`src/common/beac_pkg.sv`:
```
// Constants and types for the byte store access controller
// Summary of operation
// Thirty-two byte store, reached one byte at a time through three registers.
// Control register at 40H of sector 1, reached only through indirect pointer.
// Index register holds five bits; bits 7 to 5 read zero.
// Control bits: program unlock 3, program go 2, fetch unlock 1, fetch go 0.
// Program go is ignored unless program unlock was already set.
// Fetch go is ignored unless fetch unlock was already set.
// Clear unlock bits block any store write or read.
// Hardware clears program go when the write cycle ends.
// Hardware clears fetch go when read ends; byte register holds fetched byte.
// Fetched byte stays in byte register until the next operation.
// Software loads index and byte, then unlock and go back to back.
// Software never sets unlock with go, nor read and write together.
// Write cycle is timed by a timer on the slow sub-clock.
// Software keeps sub-clock stable and registers untouched during writes.
// Software masks global interrupts around the start of a write.
// Reset clears program unlock and pointer high byte.
// Write end sets done flag; only its mask lets it interrupt.
// Vector only with global enable, mask, flag and stack not full.
// Servicing the vector clears the flag and global enable.
// Software reloads the index and sets fetch go for every read.
// Software avoids idle or sleep while a cycle is running.
// Index and byte captured at cycle start stay stable until it ends.
package beac_pkg;
  localparam int DATA_W = 8;
  localparam int INDEX_W = 5;
  localparam int DEPTH = 32;
  localparam logic [7:0] SECTOR0 = 8'h00;
  localparam logic [7:0] CTRL_SECTOR = 8'h01;
  localparam logic [7:0] CTRL_OFS = 8'h40;
  localparam logic [7:0] OFS_INDIRECT1 = 8'h00;
  localparam logic [7:0] OFS_PTR1_LOW = 8'h01;
  localparam logic [7:0] OFS_PTR1_HIGH = 8'h02;
  localparam logic [7:0] OFS_IRQ_CTRL = 8'h0E;
  localparam logic [7:0] OFS_CELL_INDEX = 8'h1E;
  localparam logic [7:0] OFS_CELL_BYTE = 8'h1F;
  localparam int CTL_RESERVED = 7;
  localparam int CTL_PROG_UNLOCK = 3;
  localparam int CTL_PROG_GO = 2;
  localparam int CTL_FETCH_UNLOCK = 1;
  localparam int CTL_FETCH_GO = 0;
  localparam int IRQ_GLOBAL = 0;
  localparam int IRQ_MASK = 1;
  localparam int IRQ_FLAG = 2;
  localparam logic [7:0] RST_BYTE = 8'h00;
  localparam logic [4:0] RST_INDEX = 5'h00;
  localparam logic [2:0] READ_CYCLES = 3'h4;
  localparam logic [3:0] WRITE_TICKS = 4'h8;
  typedef enum logic [1:0] {ST_IDLE, ST_READ, ST_WRITE} beac_state_t;
endpackage

```
`src/core/beac_ctrl.sv`:
```
// Byte store access controller top: registers, cycle sequencer, done interrupt
`timescale 1ns/100ps
module beac_ctrl (
  // Clock and reset
  input wire logic mclk,
  input wire logic rst_n,
  // Slow sub-clock pin
  input wire logic sub_clk,
  // Core special register access
  input wire logic [7:0] core_addr,
  input wire logic core_wr,
  input wire logic core_rd,
  input wire logic [7:0] core_wdata,
  output logic [7:0] core_rdata,
  // Interrupt hand-off
  input wire logic core_stack_full,
  output logic irq_vector
);
  logic rst_meta_ff, rst_sync_ff;
  logic [7:0] ptr1_low_ff, nxt_ptr1_low, ptr1_high_ff, nxt_ptr1_high;
  logic [4:0] cell_index_ff, nxt_cell_index, cap_idx_ff, nxt_cap_idx;
  logic [7:0] cell_byte_ff, nxt_cell_byte, cap_byte_ff, nxt_cap_byte;
  logic ctl_b7_ff, nxt_ctl_b7;
  logic program_unlock_ff, nxt_program_unlock, write_go_ff, nxt_write_go;
  logic fetch_unlock_ff, nxt_fetch_unlock, read_go_ff, nxt_read_go;
  logic global_irq_enable_ff, nxt_global_irq_enable;
  logic done_irq_mask_ff, nxt_done_irq_mask;
  logic done_irq_flag_ff, nxt_done_irq_flag;
  logic [7:0] core_rdata_ff, nxt_core_rdata;
  logic irq_vector_ff, nxt_irq_vector;
  beac_pkg::beac_state_t state_ff, nxt_state;
  logic [2:0] rd_cnt_ff, nxt_rd_cnt;
  logic indirect, sel0, sel_ctrl;
  logic [7:0] eff_sec, eff_ofs, rd_val, ctl_val, irq_val;
  logic wr_accept, rd_accept, cell_we, timer_done;
  logic [7:0] arr_rdata;

  // Reset release through two flops
  always_ff @(posedge mclk or negedge rst_n) begin
    if (!rst_n) begin
      rst_meta_ff <= 1'b0;
      rst_sync_ff <= 1'b0;
    end else begin
      rst_meta_ff <= 1'b1;
      rst_sync_ff <= rst_meta_ff;
    end
  end

  // store held as flops
  beac_cell_array u_array (
    .mclk(mclk),
    .we(cell_we),
    .widx(cap_idx_ff),
    .wdata(cap_byte_ff),
    .ridx(cap_idx_ff),
    .rdata(arr_rdata)
  );

  // Write length follows the sub-clock; with it stopped a write never ends
  // sub-clock timed write
  beac_sub_timer u_timer (
    .mclk(mclk),
    .rst_n(rst_sync_ff),
    .sub_clk(sub_clk),
    .start(wr_accept),
    .done(timer_done)
  );

  // indirect address resolve
  always_comb begin
    indirect = (core_addr == beac_pkg::OFS_INDIRECT1);
    eff_sec = indirect ? ptr1_high_ff : beac_pkg::SECTOR0;
    eff_ofs = indirect ? ptr1_low_ff : core_addr;
    sel0 = (eff_sec == beac_pkg::SECTOR0);
    sel_ctrl = (eff_sec == beac_pkg::CTRL_SECTOR) && (eff_ofs == beac_pkg::CTRL_OFS);
  end

  // control readback layout
  always_comb begin
    ctl_val = 8'h00;
    ctl_val[beac_pkg::CTL_RESERVED] = ctl_b7_ff;
    ctl_val[beac_pkg::CTL_PROG_UNLOCK] = program_unlock_ff;
    ctl_val[beac_pkg::CTL_PROG_GO] = write_go_ff;
    ctl_val[beac_pkg::CTL_FETCH_UNLOCK] = fetch_unlock_ff;
    ctl_val[beac_pkg::CTL_FETCH_GO] = read_go_ff;
    irq_val = 8'h00;
    irq_val[beac_pkg::IRQ_GLOBAL] = global_irq_enable_ff;
    irq_val[beac_pkg::IRQ_MASK] = done_irq_mask_ff;
    irq_val[beac_pkg::IRQ_FLAG] = done_irq_flag_ff;
    rd_val = 8'h00;
    if (sel_ctrl) begin
      rd_val = ctl_val;
    end else if (sel0) begin
      unique case (eff_ofs)
        beac_pkg::OFS_PTR1_LOW: rd_val = ptr1_low_ff;
        beac_pkg::OFS_PTR1_HIGH: rd_val = ptr1_high_ff;
        beac_pkg::OFS_IRQ_CTRL: rd_val = irq_val;
        // upper index bits zero
        beac_pkg::OFS_CELL_INDEX: rd_val = {3'h0, cell_index_ff};
        beac_pkg::OFS_CELL_BYTE: rd_val = cell_byte_ff;
        default: rd_val = 8'h00;
      endcase
    end
  end

  always_comb begin
    nxt_ptr1_low = ptr1_low_ff;
    nxt_ptr1_high = ptr1_high_ff;
    nxt_cell_index = cell_index_ff;
    // byte held by default
    nxt_cell_byte = cell_byte_ff;
    nxt_cap_idx = cap_idx_ff;
    nxt_cap_byte = cap_byte_ff;
    nxt_ctl_b7 = ctl_b7_ff;
    nxt_program_unlock = program_unlock_ff;
    nxt_write_go = write_go_ff;
    nxt_fetch_unlock = fetch_unlock_ff;
    nxt_read_go = read_go_ff;
    nxt_global_irq_enable = global_irq_enable_ff;
    nxt_done_irq_mask = done_irq_mask_ff;
    nxt_done_irq_flag = done_irq_flag_ff;
    nxt_state = state_ff;
    nxt_rd_cnt = rd_cnt_ff;
    nxt_irq_vector = 1'b0;
    nxt_core_rdata = core_rd ? rd_val : core_rdata_ff;
    wr_accept = 1'b0;
    rd_accept = 1'b0;
    cell_we = 1'b0;
    if (core_wr && sel0) begin
      unique case (eff_ofs)
        beac_pkg::OFS_PTR1_LOW: nxt_ptr1_low = core_wdata;
        beac_pkg::OFS_PTR1_HIGH: nxt_ptr1_high = core_wdata;
        beac_pkg::OFS_CELL_INDEX: nxt_cell_index = core_wdata[4:0];
        beac_pkg::OFS_CELL_BYTE: nxt_cell_byte = core_wdata;
        beac_pkg::OFS_IRQ_CTRL: begin
          nxt_global_irq_enable = core_wdata[beac_pkg::IRQ_GLOBAL];
          nxt_done_irq_mask = core_wdata[beac_pkg::IRQ_MASK];
          nxt_done_irq_flag = core_wdata[beac_pkg::IRQ_FLAG];
        end
        default: nxt_ptr1_low = ptr1_low_ff;
      endcase
    end
    if (core_wr && sel_ctrl) begin
      nxt_ctl_b7 = core_wdata[beac_pkg::CTL_RESERVED];
      nxt_program_unlock = core_wdata[beac_pkg::CTL_PROG_UNLOCK];
      nxt_fetch_unlock = core_wdata[beac_pkg::CTL_FETCH_UNLOCK];
      if (state_ff == beac_pkg::ST_IDLE) begin
        // go needs earlier unlock
        wr_accept = core_wdata[beac_pkg::CTL_PROG_GO] && program_unlock_ff;
        // go needs earlier unlock
        rd_accept = core_wdata[beac_pkg::CTL_FETCH_GO] && fetch_unlock_ff && !wr_accept;
      end
    end
    // vector gating
    if (global_irq_enable_ff && done_irq_mask_ff && done_irq_flag_ff && !core_stack_full) begin
      nxt_irq_vector = 1'b1;
      // service clears
      nxt_done_irq_flag = 1'b0;
      nxt_global_irq_enable = 1'b0;
    end
    unique case (state_ff)
      beac_pkg::ST_IDLE: begin
        // capture at start
        if (wr_accept) begin
          nxt_state = beac_pkg::ST_WRITE;
          nxt_write_go = 1'b1;
          nxt_cap_idx = cell_index_ff;
          nxt_cap_byte = cell_byte_ff;
        end else if (rd_accept) begin
          nxt_state = beac_pkg::ST_READ;
          nxt_read_go = 1'b1;
          nxt_rd_cnt = beac_pkg::READ_CYCLES - 3'h1;
          nxt_cap_idx = cell_index_ff;
        end
      end
      beac_pkg::ST_READ: begin
        if (rd_cnt_ff == 3'h0) begin
          nxt_state = beac_pkg::ST_IDLE;
          // clear go, present byte
          nxt_read_go = 1'b0;
          // read blocked when locked
          if (fetch_unlock_ff) begin
            nxt_cell_byte = arr_rdata;
          end
        end else begin
          nxt_rd_cnt = rd_cnt_ff - 3'h1;
        end
      end
      beac_pkg::ST_WRITE: begin
        if (timer_done) begin
          nxt_state = beac_pkg::ST_IDLE;
          // clear go at end
          nxt_write_go = 1'b0;
          // set wins over clear
          nxt_done_irq_flag = 1'b1;
          // Unlock looked at again at commit, so a late clear still spares the cells
          // write blocked when locked
          cell_we = program_unlock_ff;
        end
      end
    endcase
  end

  always_ff @(posedge mclk or negedge rst_sync_ff) begin
    if (!rst_sync_ff) begin
      ptr1_low_ff <= beac_pkg::RST_BYTE;
      // reset selects sector 0
      ptr1_high_ff <= beac_pkg::RST_BYTE;
      cell_index_ff <= beac_pkg::RST_INDEX;
      cell_byte_ff <= beac_pkg::RST_BYTE;
      cap_idx_ff <= beac_pkg::RST_INDEX;
      cap_byte_ff <= beac_pkg::RST_BYTE;
      ctl_b7_ff <= 1'b0;
      // reset locks writes
      program_unlock_ff <= 1'b0;
      write_go_ff <= 1'b0;
      fetch_unlock_ff <= 1'b0;
      read_go_ff <= 1'b0;
      global_irq_enable_ff <= 1'b0;
      done_irq_mask_ff <= 1'b0;
      done_irq_flag_ff <= 1'b0;
      state_ff <= beac_pkg::ST_IDLE;
      rd_cnt_ff <= 3'h0;
      core_rdata_ff <= beac_pkg::RST_BYTE;
      irq_vector_ff <= 1'b0;
    end else begin
      ptr1_low_ff <= nxt_ptr1_low;
      ptr1_high_ff <= nxt_ptr1_high;
      cell_index_ff <= nxt_cell_index;
      cell_byte_ff <= nxt_cell_byte;
      cap_idx_ff <= nxt_cap_idx;
      cap_byte_ff <= nxt_cap_byte;
      ctl_b7_ff <= nxt_ctl_b7;
      program_unlock_ff <= nxt_program_unlock;
      write_go_ff <= nxt_write_go;
      fetch_unlock_ff <= nxt_fetch_unlock;
      read_go_ff <= nxt_read_go;
      global_irq_enable_ff <= nxt_global_irq_enable;
      done_irq_mask_ff <= nxt_done_irq_mask;
      done_irq_flag_ff <= nxt_done_irq_flag;
      state_ff <= nxt_state;
      rd_cnt_ff <= nxt_rd_cnt;
      core_rdata_ff <= nxt_core_rdata;
      irq_vector_ff <= nxt_irq_vector;
    end
  end

  assign core_rdata = core_rdata_ff;
  assign irq_vector = irq_vector_ff;
endmodule

```
`src/core/beac_cell_array.sv`:
```
// Thirty-two byte flip-flop store
`timescale 1ns/100ps
module beac_cell_array (
  // Clock
  input wire logic mclk,
  // Write port
  input wire logic we,
  input wire logic [4:0] widx,
  input wire logic [7:0] wdata,
  // Read port
  input wire logic [4:0] ridx,
  output logic [7:0] rdata
);
  // Contents survive reset, standing in for the non-volatile cells
  logic [7:0] mem_ff [beac_pkg::DEPTH];

  always_ff @(posedge mclk) begin
    if (we) begin
      mem_ff[widx] <= wdata;
    end
  end

  assign rdata = mem_ff[ridx];
endmodule

```
`src/core/beac_sub_timer.sv`:
```
// Write timer counting edges of the slow sub-clock
`timescale 1ns/100ps
module beac_sub_timer (
  // Clock and reset
  input wire logic mclk,
  input wire logic rst_n,
  // Sub-clock pin
  input wire logic sub_clk,
  // Control
  input wire logic start,
  output logic done
);
  logic meta_ff, sync_ff, prev_ff, run_ff, done_ff;
  logic nxt_prev, nxt_run, nxt_done;
  logic [3:0] cnt_ff, nxt_cnt;
  logic tick;

  always_comb begin
    tick = sync_ff && !prev_ff;
    nxt_prev = sync_ff;
    nxt_run = run_ff;
    nxt_cnt = cnt_ff;
    nxt_done = 1'b0;
    if (start) begin
      nxt_run = 1'b1;
      nxt_cnt = beac_pkg::WRITE_TICKS;
    end else if (run_ff && tick) begin
      if (cnt_ff == 4'h1) begin
        nxt_run = 1'b0;
        nxt_done = 1'b1;
      end
      nxt_cnt = cnt_ff - 4'h1;
    end
  end

  // Pin is foreign to mclk, so two flops before the edge detector
  always_ff @(posedge mclk or negedge rst_n) begin
    if (!rst_n) begin
      meta_ff <= 1'b0;
      sync_ff <= 1'b0;
      prev_ff <= 1'b0;
      run_ff <= 1'b0;
      cnt_ff <= 4'h0;
      done_ff <= 1'b0;
    end else begin
      meta_ff <= sub_clk;
      sync_ff <= meta_ff;
      prev_ff <= nxt_prev;
      run_ff <= nxt_run;
      cnt_ff <= nxt_cnt;
      done_ff <= nxt_done;
    end
  end

  assign done = done_ff;
endmodule

```
`config.mk`:
```
export PLATFORM = sky130hd
export DESIGN_NAME = beac_ctrl
export DESIGN_NICKNAME = d
export VERILOG_FILES = /design/src/common/beac_pkg.sv /design/src/core/beac_ctrl.sv /design/src/core/beac_cell_array.sv /design/src/core/beac_sub_timer.sv
export SDC_FILE = /design/constraint.sdc
export NUM_CORES = 1
export LEC_CHECK = 0
export ABC_AREA = 1
export BUFFER_PORTS_ARGS = -buffer_cell sky130_fd_sc_hd__buf_2
export CORE_MARGIN = 1.5
export CORE_UTILIZATION = 30
export CTS_CLUSTER_SIZE = 16
export DETAILED_ROUTE_END_ITERATION = 6
export PLACE_DENSITY_LB_ADDON = 0.15
export RECOVER_POWER = 100
export SYNTH_ARGS = -nofsm -noshare
export SYNTH_HDL_FRONTEND = slang
export SYNTH_SLANG_ARGS = --single-unit
export TNS_END_PERCENT = 20
```
`constraint.sdc`:
```
create_clock -name mclk -period 6 [get_ports mclk]
set_input_delay 0.9 -clock mclk [delete_from_list [all_inputs] [get_ports mclk]]
set_output_delay 0.9 -clock mclk [all_outputs]
set_load 0.005 [all_outputs]
```
# Word level (Yosys, flattened, before mapping)
# Memories as Yosys holds them, arrays and structs flattened.
# Index checks and enable logic that the tools add are counted.
# totals
reg_bits	75
mem_bits_rw	256
input_bits	22
out_inout_bits	9
word_cells	136
mem_count	1
# op_classes
add_sub_neg	2
eq_ne	17
mux	53
reduce_logical	37
# memory_table
name	depth	width	read_ports	rd_ports_with_merged_regs	wr	line_no	rtl
u_array.mem_ff	32	8	1	0	1	beac_cell_array.sv:15	logic [7:0] mem_ff [beac_pkg::DEPTH];
# op_table
cell	n
$mux W8	9
$pmux W8 S5	1
$mux W1	28
$eq A8 B1 Y1 const B	2
$eq A8 B5 Y1 const B	2
$logic_not A8 Y1	2
$reduce_and A2 Y1	8
$reduce_bool A2 Y1	7
$logic_and A1 B1 Y1	11
$mux W5	2
$mux W3	3
$eq A8 B2 Y1 const B	1
$eq A8 B4 Y1 const B	1
$eq A8 B7 Y1 const B	1
$mux W2	4
$mux W4	2
$ne A2 B2 Y1 const B	4
$reduce_and A4 Y1	2
$pmux W2 S3	1
$pmux W3 S2	1
$reduce_and A3 Y1	2
$eq A4 B1 Y1 const B	1
$ne A2 B1 Y1 const B	2
$pmux W1 S2	2
8 further kinds	10

# Logic depth before layout (Yosys ltp)
# depth
word_depth	9
ltp_mapped	15
depth_no_buf	14

# Cells and area by module
# Synthesis repeated with hierarchy kept, for this count alone.
# hier_totals
cells_unflattened	1426
hier_area_um2	14752.9
# by_module_without_submodules
module	instances	cells_each	area_each_um2	seq_area_each_um2
beac_cell_array	1	914	10626.4	7687.4
beac_ctrl	1	471	3748.6	1651.6
beac_sub_timer	1	41	377.9	225.2

# Worst setup path before layout
# No wires, ideal clock.
# synth_path
path_type	input to register
start	in core_addr[6]
end	reg cell_index_ff[0]
setup_ns	0.125
arrival_ns	2.296
t_required_ns	5.875
setup_slack_ns	3.579
stages	11
path_buffers	1
cell_sequence	nor2_1 nand2_2 nor2_4 buf_6 nand2_2 nand2_2 nand2_4 nor2_2 nand2_1 nor2_4 mux2_2
# synth_between
elab_chain_cells	5
word_cells_on_any_way	7
cone_classes	eq/ne (1); mux (2); reduce/logical (4)
# synth_rtl
item	line_no	rtl
start: declaration	beac_ctrl.sv:10	input wire logic [7:0] core_addr,
$logic_not A8 Y1	beac_ctrl.sv:71	indirect = (core_addr == beac_pkg::OFS_INDIRECT1);
$mux W8	beac_ctrl.sv:72	eff_sec = indirect ? ptr1_high_ff : beac_pkg::SECTOR0;
$logic_not A8 Y1	beac_ctrl.sv:74	sel0 = (eff_sec == beac_pkg::SECTOR0);
$logic_and A1 B1 Y1	beac_ctrl.sv:129	if (core_wr && sel0) begin
$reduce_and A2 Y1 (no line) *	n/a	
end signal: assignment	beac_ctrl.sv:209	cell_index_ff <= beac_pkg::RST_INDEX;
end signal: assignment	beac_ctrl.sv:229	cell_index_ff <= nxt_cell_index;
end: declaration	beac_ctrl.sv:21	logic [4:0] cell_index_ff, nxt_cell_index, cap_idx_ff, nxt_cap_idx;
# Mark *: on every way between the ends. The rest lies on a longest branch, timed or not.
# A chain may end at the register's enable or synchronous reset.

# Worst setup path in the final report
# layout_path
start	in core_addr[2]
end	reg cap_idx_ff[0]
# layout_between
elab_chain_cells	8
word_cells_on_any_way	12
cone_classes	eq/ne (2); mux (5); reduce/logical (5)
# layout_rtl
item	line_no	rtl
$logic_not A8 Y1	beac_ctrl.sv:71	
$mux W8 (on tied branches)	beac_ctrl.sv:72, beac_ctrl.sv:73	
$eq A8 B1 Y1 / $eq A8 B7 Y1 (equally long branches)	beac_ctrl.sv:75	sel_ctrl = (eff_sec == beac_pkg::CTRL_SECTOR) && (eff_ofs == beac_pkg::CTRL_OFS);
$logic_and A1 B1 Y1 *	beac_ctrl.sv:75	
$logic_and A1 B1 Y1 *	beac_ctrl.sv:143	if (core_wr && sel_ctrl) begin
$mux W1	beac_ctrl.sv:143	
$reduce_bool A2 Y1 (no line)	n/a	
$reduce_and A2 Y1 (no line)	n/a	
end signal: assignment	beac_ctrl.sv:211	cap_idx_ff <= beac_pkg::RST_INDEX;
end signal: assignment	beac_ctrl.sv:231	cap_idx_ff <= nxt_cap_idx;
end: declaration	beac_ctrl.sv:21	
# Marked as above.

==> impl_metrics.py <==
metrics = {
    "clock_network": {
        "cts_hold_buffers": 0,
        "clkLatencyLatePin_ns": 0.56,
        "cts_tree": "built",
        "cts_post_setup_buffers_inserted": 0,
        "cts_made_buffers": 39,
        "htree_levels": 2,
        "clock-sinks": 331,
        "clockBufferDepth": 3,
        "cts_root_buf": "clkbuf_16",
        "cts_resized": 0,
        "clk_pin_slew_ns": 0.05,
    },
    "sta": {
        "fin_crit_ns": 3.90,
        "final.period_utilization_pct": 64.9,
        "timing.fmax_mhz": 257,
        "finClkSkew_ns": 0.0203,
        "tightest_slew_ns": 3.08,
        "maxSlewViolCount": 159,
        "setup_viol": 0,
        "relSlewSlack_pct": -105,
        "fin_tns_setup_ns": 0,
        "rsz0062_at_grt": "false",
        "setup_ws_ns": 2.10,
        "hold_viol": 0,
        "holdWs_ns": 0.123,
    },
    "logic_synthesis": {
        "synth_nets": 1128,
        "synth_compound_area_share_pct": 11.3,
        "synth_most_common_cell": "edfxtp_1",
        "async_reset_ff_share_pct": 22.7,
        "synth_common_cells": "256 x edfxtp_1, 191 x nand2_1, 104 x a22oi_1",
        "synth-xor-area-share_pct": 0.193,
        "yosysTopAreaCell": "edfxtp_1",
        "syn_area_um2": 13600,
        "syn_area_per_cell_um2": 12.4,
        "synth-simple-area-share_pct": 12.8,
        "synthTopCellsByArea": "edfxtp_1 57%, dfrtp_1 14%, a22oi_1 5.7%, nand2_1 5.3%, inv_1 2.3%",
        "synthMuxAreaShare_pct": 0.580,
        "synth_edf_count": 256,
        "syn_inst": 1099,
        "synth_top_family_by_area": "simple AND/OR/NAND/NOR gates",
        "synth_fa_ha_area_share_pct": 0.645,
        "synth_flop_cell": "edfxtp_1",
        "ys_warn_count": 0,
        "synth_cell_types": 48,
        "synth-seq-cells": 331,
        "ys_seq_area_share_pct": 70.4,
        "yosys.area.top_type_share_pct": 56.6,
    },
    "critical_path": {
        "cp-start-kind": "input pin",
        "crit_path_max_fanout": 28,
        "required_ns": 6.46,
        "r2r_slack_ns": 2.78,
        "end_kind": "flop",
        "cp.arrival_ns": 4.35,
        "reg2regPathDepth": 4,
        "worstReg2RegStart": "cap_idx_ff[1]",
        "reg2reg_to": "u_array.mem_ff[19][1]",
        "worstSetupPathType": "in -> reg",
    },
    "global_routing": {
        "use_met1_pct": 22.1,
        "top_usage_layer": "met2",
        "antenna_found_initial": 0,
        "grt_pass1_wl_mm": 54.7,
        "grt_max_degree": 74,
        "use_met3_pct": 2.57,
        "grt_pass1_vias": 8647,
        "grt_usage_pct": 15.7,
        "grt_overflow": 0,
        "grt_use_met2_pct": 24.5,
    },
    "final_layout": {
        "fin_nets": 1167,
        "area_delta_synth_final_pct": 13.7,
        "n_antenna_cell": 0,
        "stdcell_area_um2": 15400,
        "finalNonFillerCells": 1760,
        "final_util_pct": 34.8,
        "drive_gt1_share_pct": 10.4,
    },
    "power": {
        "leakage_nw": 5.23,
        "ir_worst_vdd_mv": 0.181,
        "finalPower_mw": 4.84,
        "powerDensity_nw_per_um2": 313,
    },
    "route": {
        "firstDrtPassIters": 5,
        "drc_errors": 0,
        "wl_per_cell_um": 20.4,
        "num_vias": 8467,
        "viasPerCell": 4.81,
        "drtAntennaViolNets": 0,
        "drt_wl_total_mm": 35.8,
        "drt_iter0_markers": 678,
    },
    "worst_hold_path": {
        "hold_path_class": "in -> async",
    },
    "place": {
        "dp_cells": 1689,
        "gp_congestion": 0.807,
        "pre_cts_ws_ns": 2.75,
        "port_buffers": 30,
        "place_hpwl_mm": 22.6,
        "post_dp_cell_area_um2": 14400,
    },
    "die": {
        "die_h_um": 216,
        "core_um2": 44400,
        "ios": 31,
        "dieArea_um2": 46600,
        "initial_core_util_pct": 30.6,
        "num_rows": 77,
        "die_x_um": 216,
    },
    "run_status": {
        "violations": "capacitance limit, slew limit",
        "status": "complete, but fails checks",
    },
    "job": {
        "drv_cap": 4,
    },
}
==> report_power, final <==
part,switching [mW],total (mW),internal (mW)
logic,0.0653,0.104,0.0391
registers,0.0341,2.51,2.48
clock network,0.947,2.22,1.27
==> sequential cells by signal, summed over array words and instances, names as in the netlist, 2 cells and up <==
register        cells
state_ff            2
rd_cnt_ff           3
u_array.mem_ff    256
cap_idx_ff          5
cap_byte_ff         8
cell_index_ff       5
core_rdata          8
cell_byte_ff        8
u_timer.cnt_ff      4
ptr1_high_ff        8
ptr1_low_ff         8
==> critical path, stage by stage <==
cell and delay [ns]:
buf_2 0.12, nor2_1 0.14, nand2_2 0.08, nor2_1 0.70, a21oi_1 0.27, nor2_1 0.21, nand2_1 0.12, nor2_4 0.14
nand4_1 0.93, nand2_2 0.54, nand2_1 0.11, o21ai_0 0.09
==> area by class of cell <==
cell class / count / area (µm²)
multi-input combinational: 633 / 3380
fill: 4332 / 29000
sequential: 331 / 9560
tap: 592 / 741
clock inverter: 20 / 144
inverter: 91 / 343
clock buffer: 51 / 1040
timing repair buffer: 42 / 235
==> worst max path at each step <==
stage	from	endpoint	slack (ns)	cells past startpoint
3_3_place_gp	core_addr[4]	state_ff[0]	2.85	13
5_1_grt	core_addr[4]	cap_idx_ff[0]	1.49	12
3_5_place_dp	core_addr[4]	state_ff[0]	2.75	13
2_1_floorplan	core_addr[6]	cell_index_ff[0]	3.58	11
4_1_cts	rd_cnt_ff[0]	cell_byte_ff[2]	3.09	13
6_report	core_addr[2]	cap_idx_ff[0]	2.10	12
==> layout by cell type (no fill, tap or decap), drive strengths merged, types with 20 or more instances in the layout <==
cell | Yosys | layout
nand2 | 206 | 206
clkbuf | 28 | 57
buf | 16 | 36
a22oi | 104 | 104
nor2 | 80 | 80
nand3 | 45 | 45
o21ai | 52 | 52
dfrtp | 75 | 75
edfxtp | 256 | 256
inv | 87 | 87
nor3 | 21 | 21
clkinv | 4 | 20
a21oi | 58 | 58
==> cell families after synthesis <==
group                      after synthesis
xor gates and xnor gates                 3
other                                    1
buffers and inverters                  135
muxes                                    6
adders and majority gates                7
and+or+nand+nor                        377
AOI/OAI and AO/OA                      239
DFF                                    331
==> metal layers <==
metal,share of wire [%],up-vias
li1,-,4039
met4,2.5,0
met5,0,-
met2,46,153
met1,48,4225
met3,3.6,50
(Power assumes the default switching activity.)
